<file path="src/common/itt_pkg.sv">
// Shared constants, bus carriers and mode codes of the timer subsystem
package itt_pkg;

  // Counter widths
  localparam int TMR_W           = 16;
  localparam int IDLE_W          = 16;
  localparam int IDLE_TOGGLE_BIT = 12;

  // Instruction cycle prescaler: oscillator divided by ten
  localparam logic [3:0]  TICK_DIV       = 4'hA;
  localparam logic [15:0] IDLE_WAKE_LOAD = 16'h0100;

  // Register offsets (byte addresses)
  localparam logic [7:0] IDLE_CTRL_OFS = 8'h00;
  localparam logic [7:0] STATUS_OFS    = 8'h04;
  localparam logic [3:0] TMR_BASE_IDX  = 4'h1;
  localparam logic [1:0] TMR_CTRL_SUB  = 2'h0;
  localparam logic [1:0] TMR_CNT_SUB   = 2'h1;
  localparam logic [1:0] TMR_RA_SUB    = 2'h2;
  localparam logic [1:0] TMR_RB_SUB    = 2'h3;

  // Timer control byte fields
  localparam int C3_BIT   = 7;
  localparam int C2_BIT   = 6;
  localparam int C1_BIT   = 5;
  localparam int C0_BIT   = 4;
  localparam int PNDA_BIT = 3;
  localparam int ENA_BIT  = 2;
  localparam int PNDB_BIT = 1;
  localparam int ENB_BIT  = 0;

  // Idle control and status fields
  localparam int IDLE_EN_BIT   = 0;
  localparam int IDLE_PND_BIT  = 1;
  localparam int ST_IDLE_IRQ   = 0;
  localparam int ST_HOLD       = 1;
  localparam int ST_IRQA_BASE  = 8;
  localparam int ST_IRQB_BASE  = 16;

  // Values after reset
  localparam logic [7:0] CTRL_RST = 8'h00;
  localparam logic [3:0] PRE_RST  = 4'h0;

  // Timer block operating modes
  typedef enum logic [2:0] {
    ITT_EVENT = 3'b001,
    ITT_PWM   = 3'b010,
    ITT_CAPT  = 3'b100
  } itt_mode_t;

  // APB request and response
  typedef struct packed {
    logic        psel;
    logic        penable;
    logic        pwrite;
    logic [7:0]  paddr;
    logic [31:0] pwdata;
  } itt_apb_req_t;

  typedef struct packed {
    logic        pready;
    logic        pslverr;
    logic [31:0] prdata;
  } itt_apb_rsp_t;

endpackage

</file>
<file path="src/verilog/itt_timers.sv">
// Idle timer plus identical PWM / event counter / capture timer blocks with APB registers
//
// Local design decisions: the APB slave port and the register offsets.
`timescale 1ns/1ps
module itt_timers #(
  parameter int NUM_TIMERS = 3
) (
  // Clock and reset
  input  wire logic                   ref_clk,
  input  wire logic                   rst,
  // Register bus
  input  wire itt_pkg::itt_apb_req_t  apb_req,
  output itt_pkg::itt_apb_rsp_t       apb_rsp,
  // Power control
  input  wire logic                   halt_wakeup,
  output logic                        clocks_held,
  // Timer pins
  input  wire logic [NUM_TIMERS-1:0]  timer_pin_a_in,
  output logic      [NUM_TIMERS-1:0]  timer_pin_a_out,
  output logic      [NUM_TIMERS-1:0]  timer_pin_a_oe_n,
  input  wire logic [NUM_TIMERS-1:0]  timer_pin_b,
  // Interrupt requests
  output logic                        idle_timer_irq,
  output logic      [NUM_TIMERS-1:0]  irq_a,
  output logic      [NUM_TIMERS-1:0]  irq_b
);

  generate
    if (NUM_TIMERS < 1 || NUM_TIMERS > 8) begin : g_bad_num
      $error("NUM_TIMERS must lie between 1 and 8");
    end
  endgenerate

  // One timer block
  typedef struct packed {
    logic                     mode_bit3;
    logic                     mode_bit2;
    logic                     mode_bit1;
    logic                     run_or_underflow_flag;
    logic                     pending_a;
    logic                     irq_enable_a;
    logic                     pending_b;
    logic                     irq_enable_b;
    logic                     reload_from_b;
    logic                     pwm_level;
    logic                     pin_oe_n;
    logic [itt_pkg::TMR_W-1:0] count;
    logic [itt_pkg::TMR_W-1:0] reload_capture_a;
    logic [itt_pkg::TMR_W-1:0] reload_capture_b;
  } itt_tmr_t;

  // Whole module state
  typedef struct packed {
    logic [3:0]                 pre;
    logic [itt_pkg::IDLE_W-1:0] idle_timer;
    logic                       idle_timer_pending;
    logic                       idle_timer_irq_enable;
    logic                       hold;
    logic                       idle_irq;
    logic [NUM_TIMERS-1:0]      irq_a;
    logic [NUM_TIMERS-1:0]      irq_b;
    itt_tmr_t [NUM_TIMERS-1:0]  tmr;
    logic                       pready;
    logic                       pslverr;
    logic [31:0]                prdata;
  } itt_state_t;

  itt_state_t            st_r;
  itt_state_t            st_nxt;

  logic [NUM_TIMERS-1:0] rise_a;
  logic [NUM_TIMERS-1:0] fall_a;
  logic [NUM_TIMERS-1:0] rise_b;
  logic [NUM_TIMERS-1:0] fall_b;
  logic [NUM_TIMERS-1:0] set_pnda;
  logic [NUM_TIMERS-1:0] set_pndb;
  logic [NUM_TIMERS-1:0] set_c0;
  itt_pkg::itt_mode_t    mode [NUM_TIMERS];
  logic                  instruction_cycle_tick;
  logic                  run_tick;
  logic                  idle_set;
  logic                  edge_a;
  logic                  edge_b;
  logic                  setup;
  logic                  access;
  logic                  wr;
  logic                  addr_ok;
  logic                  sel_idle;
  logic                  sel_status;
  logic [NUM_TIMERS-1:0] sel_tmr;
  logic [1:0]            sub;
  logic [31:0]           rdata;
  logic [7:0]            wbyte;

  // Pin synchronisers
  generate
    for (genvar g = 0; g < NUM_TIMERS; g++) begin : g_sync
      itt_pin_sync u_sync_a (
        .ref_clk (ref_clk),
        .rst     (rst),
        .pin     (timer_pin_a_in[g]),
        .rise    (rise_a[g]),
        .fall    (fall_a[g])
      );
      itt_pin_sync u_sync_b (
        .ref_clk (ref_clk),
        .rst     (rst),
        .pin     (timer_pin_b[g]),
        .rise    (rise_b[g]),
        .fall    (fall_b[g])
      );
    end
  endgenerate

  // Mode decode
  always_comb begin
    for (int i = 0; i < NUM_TIMERS; i++) begin
      if (st_r.tmr[i].mode_bit2) begin
        mode[i] = itt_pkg::ITT_CAPT;
      end else if (st_r.tmr[i].mode_bit3) begin
        mode[i] = itt_pkg::ITT_PWM;
      end else begin
        mode[i] = itt_pkg::ITT_EVENT;
      end
    end
  end

  always_comb begin
    st_nxt   = st_r;
    set_pnda = '0;
    set_pndb = '0;
    set_c0   = '0;
    edge_a   = 1'b0;
    edge_b   = 1'b0;
    idle_set = 1'b0;

    // Instruction cycle prescaler
    instruction_cycle_tick = (st_r.pre == itt_pkg::TICK_DIV - 4'h1);
    st_nxt.pre = instruction_cycle_tick ? itt_pkg::PRE_RST : st_r.pre + 4'h1;
    run_tick = instruction_cycle_tick & ~st_r.hold;

    // Idle timer, never stopped
    if (instruction_cycle_tick) begin
      st_nxt.idle_timer = st_r.idle_timer - 16'h0001;
      idle_set = st_nxt.idle_timer[itt_pkg::IDLE_TOGGLE_BIT]
                 != st_r.idle_timer[itt_pkg::IDLE_TOGGLE_BIT];
      if (st_r.hold && st_r.idle_timer == 16'h0000) begin
        st_nxt.hold = 1'b0;
      end
    end
    if (halt_wakeup) begin
      st_nxt.idle_timer = itt_pkg::IDLE_WAKE_LOAD;
      st_nxt.hold = 1'b1;
      idle_set = 1'b0;
    end

    // Timer blocks
    for (int i = 0; i < NUM_TIMERS; i++) begin
      unique case (mode[i])
        itt_pkg::ITT_PWM: begin
          if (st_r.tmr[i].run_or_underflow_flag && run_tick) begin
            if (st_r.tmr[i].count == 16'h0000) begin
              if (st_r.tmr[i].reload_from_b) begin
                st_nxt.tmr[i].count = st_r.tmr[i].reload_capture_b;
                set_pndb[i] = 1'b1;
              end else begin
                st_nxt.tmr[i].count = st_r.tmr[i].reload_capture_a;
                set_pnda[i] = 1'b1;
              end
              st_nxt.tmr[i].reload_from_b = ~st_r.tmr[i].reload_from_b;
              if (st_r.tmr[i].mode_bit1) begin
                st_nxt.tmr[i].pwm_level = ~st_r.tmr[i].pwm_level;
              end
            end else begin
              st_nxt.tmr[i].count = st_r.tmr[i].count - 16'h0001;
            end
          end
        end
        itt_pkg::ITT_EVENT: begin
          edge_a = st_r.tmr[i].mode_bit1 ? fall_a[i] : rise_a[i];
          if (st_r.tmr[i].run_or_underflow_flag && edge_a && !st_r.hold) begin
            if (st_r.tmr[i].count == 16'h0000) begin
              st_nxt.tmr[i].count = st_r.tmr[i].reload_capture_a;
              set_pnda[i] = 1'b1;
            end else begin
              st_nxt.tmr[i].count = st_r.tmr[i].count - 16'h0001;
            end
          end
          if (rise_b[i] && !st_r.hold) begin
            set_pndb[i] = 1'b1;
          end
        end
        itt_pkg::ITT_CAPT: begin
          if (run_tick) begin
            st_nxt.tmr[i].count = st_r.tmr[i].count - 16'h0001;
            if (st_r.tmr[i].count == 16'h0000) begin
              set_c0[i] = 1'b1;
            end
          end
          edge_a = st_r.tmr[i].mode_bit1 ? fall_a[i] : rise_a[i];
          edge_b = st_r.tmr[i].mode_bit3 ? fall_b[i] : rise_b[i];
          if (edge_a && !st_r.hold) begin
            st_nxt.tmr[i].reload_capture_a = st_r.tmr[i].count;
            set_pnda[i] = 1'b1;
          end
          if (edge_b && !st_r.hold) begin
            st_nxt.tmr[i].reload_capture_b = st_r.tmr[i].count;
            set_pndb[i] = 1'b1;
          end
        end
      endcase
      st_nxt.tmr[i].pin_oe_n = (mode[i] != itt_pkg::ITT_PWM);
    end

    // APB decode
    setup    = apb_req.psel & ~apb_req.penable;
    access   = apb_req.psel & apb_req.penable & st_r.pready;
    sub      = apb_req.paddr[3:2];
    sel_idle   = (apb_req.paddr == itt_pkg::IDLE_CTRL_OFS);
    sel_status = (apb_req.paddr == itt_pkg::STATUS_OFS);
    for (int i = 0; i < NUM_TIMERS; i++) begin
      sel_tmr[i] = (apb_req.paddr[7:4] == itt_pkg::TMR_BASE_IDX + 4'(i))
                   && (apb_req.paddr[1:0] == 2'b00);
    end
    addr_ok = sel_idle | sel_status | (|sel_tmr);
    wr      = access & apb_req.pwrite & addr_ok;
    wbyte   = apb_req.pwdata[7:0];

    // Read data; the idle count itself is never visible
    rdata = 32'h0000_0000;
    if (sel_idle) begin
      rdata[itt_pkg::IDLE_EN_BIT]  = st_r.idle_timer_irq_enable;
      rdata[itt_pkg::IDLE_PND_BIT] = st_r.idle_timer_pending;
    end
    if (sel_status) begin
      rdata[itt_pkg::ST_IDLE_IRQ] = st_r.idle_irq;
      rdata[itt_pkg::ST_HOLD]     = st_r.hold;
      for (int i = 0; i < NUM_TIMERS; i++) begin
        rdata[itt_pkg::ST_IRQA_BASE + i] = st_r.irq_a[i];
        rdata[itt_pkg::ST_IRQB_BASE + i] = st_r.irq_b[i];
      end
    end
    for (int i = 0; i < NUM_TIMERS; i++) begin
      if (sel_tmr[i]) begin
        unique case (sub)
          itt_pkg::TMR_CTRL_SUB: begin
            rdata[7:0] = {st_r.tmr[i].mode_bit3, st_r.tmr[i].mode_bit2,
                          st_r.tmr[i].mode_bit1, st_r.tmr[i].run_or_underflow_flag,
                          st_r.tmr[i].pending_a, st_r.tmr[i].irq_enable_a,
                          st_r.tmr[i].pending_b, st_r.tmr[i].irq_enable_b};
          end
          itt_pkg::TMR_CNT_SUB: rdata[15:0] = st_r.tmr[i].count;
          itt_pkg::TMR_RA_SUB:  rdata[15:0] = st_r.tmr[i].reload_capture_a;
          itt_pkg::TMR_RB_SUB:  rdata[15:0] = st_r.tmr[i].reload_capture_b;
        endcase
      end
    end

    // APB response, one wait-free access phase
    st_nxt.pready = setup;
    if (setup) begin
      st_nxt.pslverr = ~addr_ok;
      st_nxt.prdata  = apb_req.pwrite ? 32'h0000_0000 : rdata;
    end

    // APB writes
    if (wr && sel_idle) begin
      st_nxt.idle_timer_irq_enable = apb_req.pwdata[itt_pkg::IDLE_EN_BIT];
      st_nxt.idle_timer_pending    = apb_req.pwdata[itt_pkg::IDLE_PND_BIT];
    end
    for (int i = 0; i < NUM_TIMERS; i++) begin
      if (wr && sel_tmr[i]) begin
        unique case (sub)
          itt_pkg::TMR_CTRL_SUB: begin
            st_nxt.tmr[i].mode_bit3             = wbyte[itt_pkg::C3_BIT];
            st_nxt.tmr[i].mode_bit2             = wbyte[itt_pkg::C2_BIT];
            st_nxt.tmr[i].mode_bit1             = wbyte[itt_pkg::C1_BIT];
            st_nxt.tmr[i].run_or_underflow_flag = wbyte[itt_pkg::C0_BIT];
            st_nxt.tmr[i].pending_a             = wbyte[itt_pkg::PNDA_BIT];
            st_nxt.tmr[i].irq_enable_a          = wbyte[itt_pkg::ENA_BIT];
            st_nxt.tmr[i].pending_b             = wbyte[itt_pkg::PNDB_BIT];
            st_nxt.tmr[i].irq_enable_b          = wbyte[itt_pkg::ENB_BIT];
            st_nxt.tmr[i].reload_from_b         = 1'b0;
          end
          itt_pkg::TMR_CNT_SUB: st_nxt.tmr[i].count = apb_req.pwdata[15:0];
          itt_pkg::TMR_RA_SUB:  st_nxt.tmr[i].reload_capture_a = apb_req.pwdata[15:0];
          itt_pkg::TMR_RB_SUB:  st_nxt.tmr[i].reload_capture_b = apb_req.pwdata[15:0];
        endcase
      end
    end

    // Hardware sets win over software clears
    if (idle_set) begin
      st_nxt.idle_timer_pending = 1'b1;
    end
    for (int i = 0; i < NUM_TIMERS; i++) begin
      if (set_pnda[i]) begin
        st_nxt.tmr[i].pending_a = 1'b1;
      end
      if (set_pndb[i]) begin
        st_nxt.tmr[i].pending_b = 1'b1;
      end
      if (set_c0[i]) begin
        st_nxt.tmr[i].run_or_underflow_flag = 1'b1;
      end
    end

    // Interrupt request lines
    st_nxt.idle_irq = st_nxt.idle_timer_pending & st_nxt.idle_timer_irq_enable;
    for (int i = 0; i < NUM_TIMERS; i++) begin
      st_nxt.irq_a[i] = (st_nxt.tmr[i].pending_a
                         | (st_nxt.tmr[i].mode_bit2 & st_nxt.tmr[i].run_or_underflow_flag))
                        & st_nxt.tmr[i].irq_enable_a;
      st_nxt.irq_b[i] = st_nxt.tmr[i].pending_b & st_nxt.tmr[i].irq_enable_b;
    end

    // Synchronous reset of control state and prescaler only; idle and timer counts keep their contents
    if (rst) begin
      st_nxt.pre                   = itt_pkg::PRE_RST;
      st_nxt.idle_timer_pending    = 1'b0;
      st_nxt.idle_timer_irq_enable = 1'b0;
      st_nxt.hold                  = 1'b0;
      st_nxt.idle_irq              = 1'b0;
      st_nxt.irq_a                 = '0;
      st_nxt.irq_b                 = '0;
      st_nxt.pready                = 1'b0;
      st_nxt.pslverr               = 1'b0;
      st_nxt.prdata                = 32'h0000_0000;
      for (int i = 0; i < NUM_TIMERS; i++) begin
        {st_nxt.tmr[i].mode_bit3, st_nxt.tmr[i].mode_bit2,
         st_nxt.tmr[i].mode_bit1, st_nxt.tmr[i].run_or_underflow_flag,
         st_nxt.tmr[i].pending_a, st_nxt.tmr[i].irq_enable_a,
         st_nxt.tmr[i].pending_b, st_nxt.tmr[i].irq_enable_b} = itt_pkg::CTRL_RST;
        st_nxt.tmr[i].reload_from_b = 1'b0;
        st_nxt.tmr[i].pwm_level     = 1'b0;
        st_nxt.tmr[i].pin_oe_n      = 1'b1;
      end
      // Idle count, timer counts and A/B registers left untouched
    end
  end

  always_ff @(posedge ref_clk) begin
    st_r <= st_nxt;
  end

  // Outputs straight from the state register
  assign apb_rsp.pready  = st_r.pready;
  assign apb_rsp.pslverr = st_r.pslverr;
  assign apb_rsp.prdata  = st_r.prdata;
  assign clocks_held     = st_r.hold;
  assign idle_timer_irq  = st_r.idle_irq;
  assign irq_a           = st_r.irq_a;
  assign irq_b           = st_r.irq_b;

  always_comb begin
    for (int i = 0; i < NUM_TIMERS; i++) begin
      timer_pin_a_out[i]  = st_r.tmr[i].pwm_level;
      timer_pin_a_oe_n[i] = st_r.tmr[i].pin_oe_n;
    end
  end

endmodule

</file>
<file path="src/verilog/itt_pin_sync.sv">
// Three-stage pin synchroniser with agreement filter and edge pulses
`timescale 1ns/1ps
module itt_pin_sync (
  // Clock and reset
  input  wire logic ref_clk,
  input  wire logic rst,
  // Pin side
  input  wire logic pin,
  // Filtered edges
  output logic      rise,
  output logic      fall
);

  typedef struct packed {
    logic [2:0] stage;
    logic       lvl;
  } itt_sync_st_t;

  itt_sync_st_t st_r;
  itt_sync_st_t st_nxt;
  logic         chg;

  always_comb begin
    st_nxt = st_r;
    st_nxt.stage = {st_r.stage[1:0], pin};
    chg = (st_r.stage[2] == st_r.stage[1]) && (st_r.stage[2] != st_r.lvl);
    if (chg) begin
      st_nxt.lvl = st_r.stage[2];
    end
    if (rst) begin
      st_nxt = '0;
    end
  end

  always_ff @(posedge ref_clk) begin
    st_r <= st_nxt;
  end

  assign rise = chg & st_r.stage[2];
  assign fall = chg & ~st_r.stage[2];

endmodule

</file>
<file path="config.mk">
export PLATFORM = sky130hd
export DESIGN_NAME = itt_timers
export DESIGN_NICKNAME = d
export VERILOG_FILES = /design/src/common/itt_pkg.sv /design/src/verilog/itt_timers.sv /design/src/verilog/itt_pin_sync.sv
export SDC_FILE = /design/constraint.sdc
export NUM_CORES = 1
export LEC_CHECK = 0
export ABC_AREA = 1
export BUFFER_PORTS_ARGS = -buffer_cell sky130_fd_sc_hd__buf_4
export CORE_MARGIN = 3
export CORE_UTILIZATION = 50
export DETAILED_ROUTE_END_ITERATION = 8
export PLACE_DENSITY_LB_ADDON = 0.05
export SYNTH_ARGS = -nofsm -noshare
export SYNTH_HDL_FRONTEND = slang
export SYNTH_HIERARCHICAL = 1
export SYNTH_SLANG_ARGS = --single-unit
</file>
<file path="constraint.sdc">
create_clock -name ref_clk -period 4.6 [get_ports ref_clk]
set_input_delay 0.69 -clock ref_clk [delete_from_list [all_inputs] [get_ports ref_clk]]
set_output_delay 0.69 -clock ref_clk [all_outputs]
set_load 0.005 [all_outputs]
</file>
* Word level (Yosys, flattened, before mapping)
Cells that the tools add are included.
** Cells by class
- Add/sub/neg operators :: 5
- Equal/unequal tests :: 33
- Multiplexer cells :: 147
- Bitwise logic cells :: 48
- Reductions and logical operators :: 51
** Operator list (number)
- 16-bit 2-to-1 mux :: 36
- 48-bit 2-to-1 mux :: 3
- 16-bit one-hot mux with 3 select lines :: 3
- 32-bit 2-to-1 mux :: 3
- 8-bit one-hot mux with 4 select lines :: 3
- 8-bit one-hot mux with 3 select lines :: 3
- 16-bit logical NOT :: 4
- 16-bit by 1-bit subtractor with 16-bit output, second input constant :: 4
- 1-bit 2-to-1 mux :: 63
- 8-bit 2-to-1 mux :: 6
- 1-bit logical AND :: 32
- 2-bit 2-to-1 mux :: 15
- 1-bit AND :: 28
- 19-bit 2-to-1 mux :: 1
- 1-bit one-hot mux with 3 select lines :: 6
- 3-bit 2-to-1 mux :: 5
- 1-bit inverter :: 15
- 4-bit AND reduction :: 3
- 3-bit by 1-bit equality test with 1-bit output, second input constant :: 3
- 3-bit by 2-bit equality test with 1-bit output, second input constant :: 3
- 3-bit equality test, second input constant :: 3
- 3-bit by 2-bit != test with 1-bit output, second input constant :: 3
- 4-bit by 2-bit equality test with 1-bit output, second input constant :: 2
- 8-bit by 3-bit equality test with 1-bit output, second input constant :: 1
- 15 further kinds :: 36
** Word-level totals
- Register bits :: 265
- Input bits :: 52
- Output and inout port bits :: 48

* Longest topological paths before layout
Gate-level depths: netlist of the first run.
- Depth in word-level cells :: 11
- Gate-level depth with buffers :: 14
- Mapped depth without buffers :: 14

* By module
The synthesis of the first run kept the hierarchy.
** Modules (own cells, without submodules)
- itt_timers :: times used 1, cells each 2678, area an instance 16134.2 um2
- itt_pin_sync :: times used 6, cells each 16, area an instance 133.9 um2

* Worst setup path before layout of the first run
No wires, ideal clock.
- Kind :: input-to-reg
- Start :: input apb_req[39] (netlist bit)
- End :: register st_r[161] (netlist bit)
- Library setup time :: 0.128 ns
- Data arrival time :: 1.840 ns
- Setup slack :: 2.632 ns
- Stages :: 10
- Cells stage by stage :: nor2_2 > nand2_2 > nor2_4 > nand2_2 > inv_2 > nand2_4 > buf_6 > nor2_4 > buf_4 > o22ai_1
** RTL lines
- start, declared :: line itt_timers.sv:12 : input wire itt_pkg::itt_apb_req_t apb_req,
- end signal, assigned :: line itt_timers.sv:343 : st_r <= st_nxt;
- end, declared :: line itt_timers.sv:68 : itt_state_t st_r;

* Final worst setup path of the first run
- Start :: register st_r[66] (netlist bit)
- End :: register st_r[86] (netlist bit)
** Between the ends
- Longest elaborated chain between the ends :: 5
** RTL lines
- 16-bit logical NOT :: line itt_timers.sv:162 : if (st_r.tmr[i].count == 16'h0000) begin
- 1-bit 2-to-1 mux :: line itt_timers.sv:162
- 1-bit 2-to-1 mux :: line itt_timers.sv:161 : if (st_r.tmr[i].run_or_underflow_flag && run_tick) begin
- 1-bit one-hot mux with 3 select lines :: line itt_timers.sv:159 : unique case (mode[i])
- 1-bit 2-to-1 mux :: line itt_timers.sv:300 : if (set_pndb[i]) begin
Every way passes these cells.
A chain may end at the register's enable or synchronous reset.

==> results.sh, run 1 <==
export IMPL_status="complete, no violations"
export IMPL_leakage_nw=8.35
export IMPL_crit_chain="inv_1 > ha_1 > nand3_1 > nor2_4 > nand2_2 > clkinv_1 > ha_1 > a21oi_1 > nand2_1 > nand2_1 > inv_1"
export IMPL_synth_cell_types=48
export IMPL_r2r_start="st_r[66]"
export IMPL_drc=0
export IMPL_r2r_slack_ns=1.59
export IMPL_syn_area_per_cell_um2=6.11
export IMPL_tritoncts="done"
export IMPL_cts_inserted_buffers=30
export IMPL_maxSlewViolCount=0
export IMPL_powerDensity_nw_per_um2=307
export IMPL_hold_path_depth=3
export IMPL_drive_gt1_share_pct=8.47
export IMPL_routed_wl_um=70800
export IMPL_rr_worst_depth=11
export IMPL_rows=66
export IMPL_synth_warning_count=6
export IMPL_synthCells=2774
export IMPL_area_growth_pct=8.30
export IMPL_synth_ff_type="dfxtp_1"
export IMPL_wl_per_cell_um=22.1
export IMPL_boundaryPins=100
export IMPL_relSlewSlack_pct=27.1
export IMPL_setup_worst_path_class="reg -> reg"
export IMPL_setup_tns_ns=0
export IMPL_finalWorstPathRequiredPeriod_ns=3.01
export IMPL_finish_utilization_pct=55.7
export IMPL_start_util_pct=51.4
export IMPL_fp_dieArea_um2=36100
export IMPL_h_tree_depth=1
export IMPL_fin_area_um2=18300
export IMPL_crit_path_max_fanout=29
export IMPL_arrival_ns=3.49
export IMPL_clkSinkCount=252
export IMPL_vias=19334
export IMPL_antenna_found_initial=3
export IMPL_insertion_delay_ns=0.59
export IMPL_num_nets_final=2806
export IMPL_critPathLaunchType="flop"
export IMPL_drtAntennaViolNets=0
export IMPL_setup_ws_ns=1.59
export IMPL_async_flop_share_pct=0
export IMPL_worstMarginPinSlew_ns=1.09
export IMPL_first_pass_iters=8
export IMPL_max_stage_delay_ns=0.65
export IMPL_die_h_um=190
export IMPL_cp_num_buf_inv=3
export IMPL_cts_hold_buffers_added=0
export IMPL_via_per_inst=6.03
export IMPL_hold_start="timer_pin_b[1]"
export IMPL_r2r_end="st_r[86]"
export IMPL_clkSlewWorstSetupHoldPaths_ns=0.06
export IMPL_required_ns=5.08
export IMPL_die_x_um=190
export IMPL_grt_overflow=0
export IMPL_hold_path_class="in -> reg"
export IMPL_slowest_stage="nand2_2"
export IMPL_gp_congestion=1.03
export IMPL_ys_seq_area_share_pct=29.8
export IMPL_io_buffers=70
export IMPL_setup_viol=0
export IMPL_fmax_ghz=0.332
export IMPL_grt_use_total_pct=37.8
export IMPL_holdPathEnd="g_sync[1].u_sync_b/st_r[1]"
export IMPL_hold_violations=0
export IMPL_post_cts_buffers=0
export IMPL_root_buffer="clkbuf_16"
export IMPL_grt_setup_unrepaired="false"
export IMPL_max_cap_violations=0
export IMPL_synth_area_um2=16900
export IMPL_drtIter0Drc=2575
export IMPL_ctsResizeCount=0
export IMPL_place_area_um2=17300
export IMPL_ctsLongestPathBuffers=3
export IMPL_dp_slack_ns=1.31
export IMPL_worst_hold_slack_ns=0.306
export IMPL_synth_edff_count=0
export IMPL_crit_path_end_kind="flop"
export IMPL_period_share_pct=65.4
export IMPL_post_dp_hpwl_um=49300
export IMPL_grt_max_degree=61
export IMPL_grt_pass1_wl_um=105000
export IMPL_path_delay_family="simple AND/OR/NAND/NOR gates"
export IMPL_grt_pass1_vias=17041
export IMPL_synth_seq_cells=252
export IMPL_vdd_drop_max_v=0.000296
export IMPL_fin_skew_ns=0.0145
export IMPL_coreArea_um2=32900
[cell usage after synthesis, types with 4 or more instances]
| master | count | area share (%) |
|---|---|---|
| nand2_1 | 831 | 18 |
| o22ai_1 | 102 | 3.8 |
| o21bai_1 | 8 | 0.35 |
| nor2_2 | 16 | 0.59 |
| xnor2_1 | 4 | 0.21 |
| clkinv_1 | 15 | 0.33 |
| o221ai_1 | 13 | 0.67 |
| nor3b_1 | 7 | 0.31 |
| a22oi_1 | 9 | 0.40 |
| buf_2 | 33 | 0.98 |
| nand4_1 | 17 | 0.63 |
| o21ai_1 | 13 | 0.38 |
| o21a_1 | 4 | 0.18 |
| ha_1 | 15 | 1.1 |
| nor3_1 | 14 | 0.41 |
| inv_2 | 22 | 0.49 |
| buf_6 | 7 | 0.47 |
| o211ai_2 | 7 | 0.52 |
| buf_1 | 7 | 0.16 |
| inv_1 | 266 | 5.9 |
| o211ai_1 | 44 | 2.0 |
| clkbuf_1 | 75 | 1.7 |
| nand3_1 | 179 | 5.3 |
| buf_4 | 53 | 2.3 |
| o21ai_0 | 264 | 7.8 |
| nor2_1 | 182 | 4.0 |
| nand2_2 | 13 | 0.48 |
| a21oi_1 | 245 | 7.2 |
| dfxtp_1 | 252 | 30 |
| xor2_1 | 14 | 0.72 |
| a31oi_1 | 5 | 0.18 |
| nor2_4 | 12 | 0.80 |
[logic make-up after synthesis]
group | Yosys count | share of synthesized area [%]
xor+xnor | 18 | 0.931
buf+inv | 479 | 12.4
fa+ha+maj | 15 | 1.11
flops | 252 | 29.8
other cells | 1 | 0.0221
simple gates | 1289 | 32.1
compound gates | 720 | 23.7
[per-stage QoR]
step	std cells	power, mW
global route	3204	5.81
global placement	3149	3.12
CTS	3204	5.61
floorplan	2786	2.87
detailed placement	3149	3.14
finish	3205	5.63
[power by group]
part / internal, mW / switching [mW] / total, mW
registers: 2.23 / 0.0606 / 2.29
clock network: 1.48 / 1.03 / 2.50
logic: 0.223 / 0.616 / 0.839
total: 3.93 / 1.70 / 5.63
[metal layers]
layer	track usage (%)	vias to the layer above	part of all wire (%)
met4	19.3	6	5.8
met2	55.4	1208	42
met1	50.7	8818	40
li1	-	9055	-
met3	10.5	247	13
met5	0	-	0.058
[placed cells by master (no fill, tap or decap), drive strengths merged]
cell type,Yosys,routed
conb,1,13
o22ai,102,102
clkbuf,76,43
o21bai,8,8
xnor2,4,4
nor3,18,18
nor3b,7,7
a22oi,9,9
nand2,847,847
clkinv,15,22
o21ai,278,278
nand4,18,18
or2,2,2
o31ai,1,1
nand3,183,183
nor2,210,210
diode,0,1
ha,15,15
a221oi,1,1
nand3b,1,1
dfxtp,252,252
bufinv,0,3
o2111ai,2,2
o221ai,13,13
o21a,4,4
nor4,3,3
a31oi,5,5
clkinvlp,0,2
inv,288,288
o211ai,51,51
a21oi,245,245
xor2,14,14
buf,100,97
a211oi,1,1
[worst register-to-register path, cell delays in order, from the launching register on]
cell and delay, ns:
dfxtp_1 0.41, inv_1 0.19, ha_1 0.27, nand3_1 0.14
nor2_4 0.09, nand2_2 0.65, clkinv_1 0.34, ha_1 0.26
a21oi_1 0.31, nand2_1 0.09, nand2_1 0.09, inv_1 0.06
[state kept, by name (all words and copies together), names as in the netlist]
signal                count
clocks_held               1
g_sync.u_sync_b/st_r     12
idle_timer_irq            1
timer_pin_a_out           3
st_r                    193
g_sync.u_sync_a/st_r     12
apb_rsp                  21
timer_pin_a_oe_n          3
irq_b                     3
irq_a                     3
[how the worst max path moves through the flow]
stage,startpoint,to,slack [ns],depth (start not counted)
global route,st_r[66],st_r[86],1.40,11
global placement,apb_req[39],st_r[183],1.36,9
finish,st_r[66],st_r[86],1.59,11
CTS,st_r[66],irq_b[0],1.68,11
detailed placement,apb_req[39],st_r[169],1.31,9
floorplan,apb_req[39],st_r[161],2.63,10
[final cells by class]
class	count	area, µm²
sequential	252	5040
clock inverter	12	151
tap	442	553
antenna	1	2.50
clock buffer	43	870
multi-input combinational	2055	9860
fill	3353	14600
inverter	303	1140
timing repair buffer	97	728
No activity file was read; power rests on OpenSTA's default activity.
==> inputs of run 2 (changes only) <==
ABC_AREA = 0   (was 1)
clock period = 3.15 ns   (was 4.6 ns; I/O delays follow)
==> run 2 against run 1 <==
  * Power up 28%
  * Sequential share of layout area rose by 0.12 points
  * Non-clock buffer count increased by 85
  * Clock-buffer cell count fell by 2
  * Critical endpoint is now st_r[133]
  * Routed wire length shrank 17%
  * Worst hold slack lost 0.21 ns
  * Clock skew down 0.0015 ns
  * Critical path depth fell by 3
  * Largest power group unchanged
  * Largest cell class unchanged
  * First-iteration DRC count shrank 35%
  * Maximum frequency up 12%
  * Utilization grew 1.5 points
==> results.sh, run 2 <==
export IMPL_status="complete, no violations"
export IMPL_ctsResizeCount=0
export IMPL_power_frac_seq_pct=44.8
export IMPL_setup_viol=0
export IMPL_p_clk_share_pct=50.0
export IMPL_required_ns=3.66
export IMPL_finish_utilization_pct=57.1
export IMPL_period_share_pct=85.0
export IMPL_area_growth_pct=11.3
export IMPL_yosysMostFrequentCell="nor2_1"
export IMPL_num_antenna_cells=0
export IMPL_worstMarginPinSlew_ns=1.15
export IMPL_rows=65
export IMPL_crit_chain="inv_1 > ha_1 > nor2b_1 > and4_1 > or4b_2 > a211oi_1 > nor3_1 > a31oi_1"
export IMPL_clkSlewWorstSetupHoldPaths_ns=0.06
export IMPL_coreArea_um2=32000
export IMPL_clkSinkCount=252
export IMPL_fp_dieArea_um2=35000
export IMPL_post_cts_buffers=0
export IMPL_wl_per_cell_um=23.5
export IMPL_first_pass_iters=7
export IMPL_drive_gt1_share_pct=15.0
export IMPL_post_dp_hpwl_um=41200
export IMPL_grt_setup_unrepaired="false"
export IMPL_insertion_delay_ns=0.58
export IMPL_h_tree_depth=1
export IMPL_syn_area_per_cell_um2=7.98
export IMPL_stdcell_count=2503
export IMPL_p_sw_share_pct=23.8
export IMPL_grt_pass1_vias=14758
export IMPL_crit_path_max_fanout=9
export IMPL_leakage_nw=6.69
export IMPL_final_cell_mix="nor2_1, dfxtp_1, a21oi_1"
export IMPL_finalWorstPathRequiredPeriod_ns=2.68
export IMPL_async_flop_share_pct=0
export IMPL_total_power_mw=7.22
export IMPL_switchingPower_mw=1.72
export IMPL_fmax_ghz=0.374
export IMPL_crit_path_end_kind="flop"
export IMPL_ys_top_cells_by_count="nor2_1, dfxtp_1, a21oi_1, mux2i_1, clkbuf_1"
export IMPL_grt_overflow=0
export IMPL_slowest_stage="or4b_2"
export IMPL_synth_area_um2=16400
export IMPL_gp_congestion=0.943
export IMPL_boundaryPins=100
export IMPL_critPathLaunchType="flop"
export IMPL_die_x_um=187
export IMPL_synth_edff_count=0
export IMPL_synth_cell_types=88
export IMPL_num_nets_final=2113
export IMPL_via_per_inst=6.35
export IMPL_die_h_um=187
export IMPL_synthCells=2056
export IMPL_start_util_pct=51.4
export IMPL_vdd_drop_max_v=0.000461
export IMPL_hold_path_class="in -> reg"
export IMPL_largest_reg_flops=193
export IMPL_drtAntennaViolNets=0
export IMPL_drtIter0Drc=1673
export IMPL_setup_tns_ns=0
export IMPL_synth_ff_type="dfxtp_1"
export IMPL_fillers=3001
export IMPL_max_stage_delay_ns=0.65
export IMPL_arrival_ns=3.19
export IMPL_setup_ws_ns=0.474
export IMPL_fin_skew_ns=0.0129
export IMPL_grt_max_degree=58
export IMPL_worst_hold_slack_ns=0.0993
export IMPL_power_share_combinational_pct=5.2
export IMPL_grt_use_total_pct=32.3
export IMPL_tritoncts="done"
export IMPL_ctsLongestPathBuffers=3
export IMPL_io_buffers=70
export IMPL_antenna_found_initial=0
export IMPL_ys_seq_area_share_pct=30.7
export IMPL_hold_violations=0
export IMPL_cts_inserted_buffers=29
export IMPL_synthTopCellsByArea="dfxtp_1, mux2i_1, a21oi_1"
export IMPL_maxSlewViolCount=0
export IMPL_powerDensity_nw_per_um2=395
export IMPL_drc=0
export IMPL_root_buffer="clkbuf_16"
export IMPL_synth_top_area_share_pct=30.7
export IMPL_setup_worst_path_class="reg -> reg"
export IMPL_grt_pass1_wl_um=89700
export IMPL_cts_hold_buffers_added=0
export IMPL_routed_wl_um=58800
export IMPL_synth_warning_count=6
export IMPL_vias=15896
export IMPL_synth_seq_cells=252
export IMPL_placed_cells_incl_taps=2450
export IMPL_dp_slack_ns=0.481
export IMPL_synth_top_area_cell="dfxtp_1"
export IMPL_cellInternalPower_mw=5.50
export IMPL_final_common_cell="nor2_1"
export IMPL_max_cap_violations=0
export IMPL_fin_area_um2=18300
export IMPL_place_area_um2=17300
export IMPL_relSlewSlack_pct=22.6
export IMPL_regMostFlops="st_r"
-- run 2: area by class of cell --
| class | instances | area [µm²] | area share [%] |
|---|---|---|---|
| inverters | 35 | 131 | 0.719 |
| repair buffers | 182 | 1370 | 7.48 |
| multi-input cells | 1546 | 10200 | 55.7 |
| clock buffers | 41 | 831 | 4.55 |
| clock inverters | 12 | 181 | 0.993 |
| flip-flops and latches | 252 | 5040 | 27.6 |
| well taps | 435 | 544 | 2.98 |
-- run 2: final timing paths --
path	startpoint	to	slack, ns	cells past startpoint
worst max-delay path	st_r[125]	st_r[133]	0.47	8
worst max register to register	st_r[125]	st_r[133]	0.47	8
worst min-delay path	timer_pin_a_in[0]	g_sync[0].u_sync_a/st_r[1]	0.1	2
worst min register to register	g_sync[2].u_sync_a/st_r[1]	g_sync[2].u_sync_a/st_r[2]	0.45	1
-- run 2: cells by family after synthesis --
| kind of cell | synth area share [%] |
|---|---|
| compound gates | 21.2 |
| xor+xnor | 2.93 |
| fa+ha+maj | 1.14 |
| buf+inv | 7.68 |
| flops | 30.7 |
| mux | 15.5 |
| other cells | 0.0228 |
| simple gates | 20.8 |
-- run 2: power by group through the flow --
stage	Clock (mW)	Combinational (mW)	Sequential, mW
5_1_grt	3.80	0.396	3.23
2_1_floorplan	0	0.219	3.29
3_5_place_dp	0	0.370	3.30
3_3_place_gp	0	0.368	3.30
4_1_cts	3.67	0.372	3.23
6_report	3.61	0.379	3.23
-- run 2: layer usage --
metal	share of wire, %	wire length [µm]	vias up	global-route usage [%]
met5	0	0	-	0
met4	3.8	2260	0	11.1
met3	9.0	5300	125	5.98
met2	45	26300	775	51.0
met1	42	24900	7592	44.5
li1	-	-	7404	-
-- run 2: critical path: cells and delay by family, from the launching register on --
| kind | cells | cell delay (ns) |
|---|---|---|
| AO/OA/AOI/OAI | 2 | 0.36 |
| adder cells (fa/ha/maj) | 1 | 0.27 |
| buffers and inverters | 1 | 0.18 |
| flip-flops | 1 | 0.51 |
| AND/OR/NAND/NOR | 4 | 1.28 |
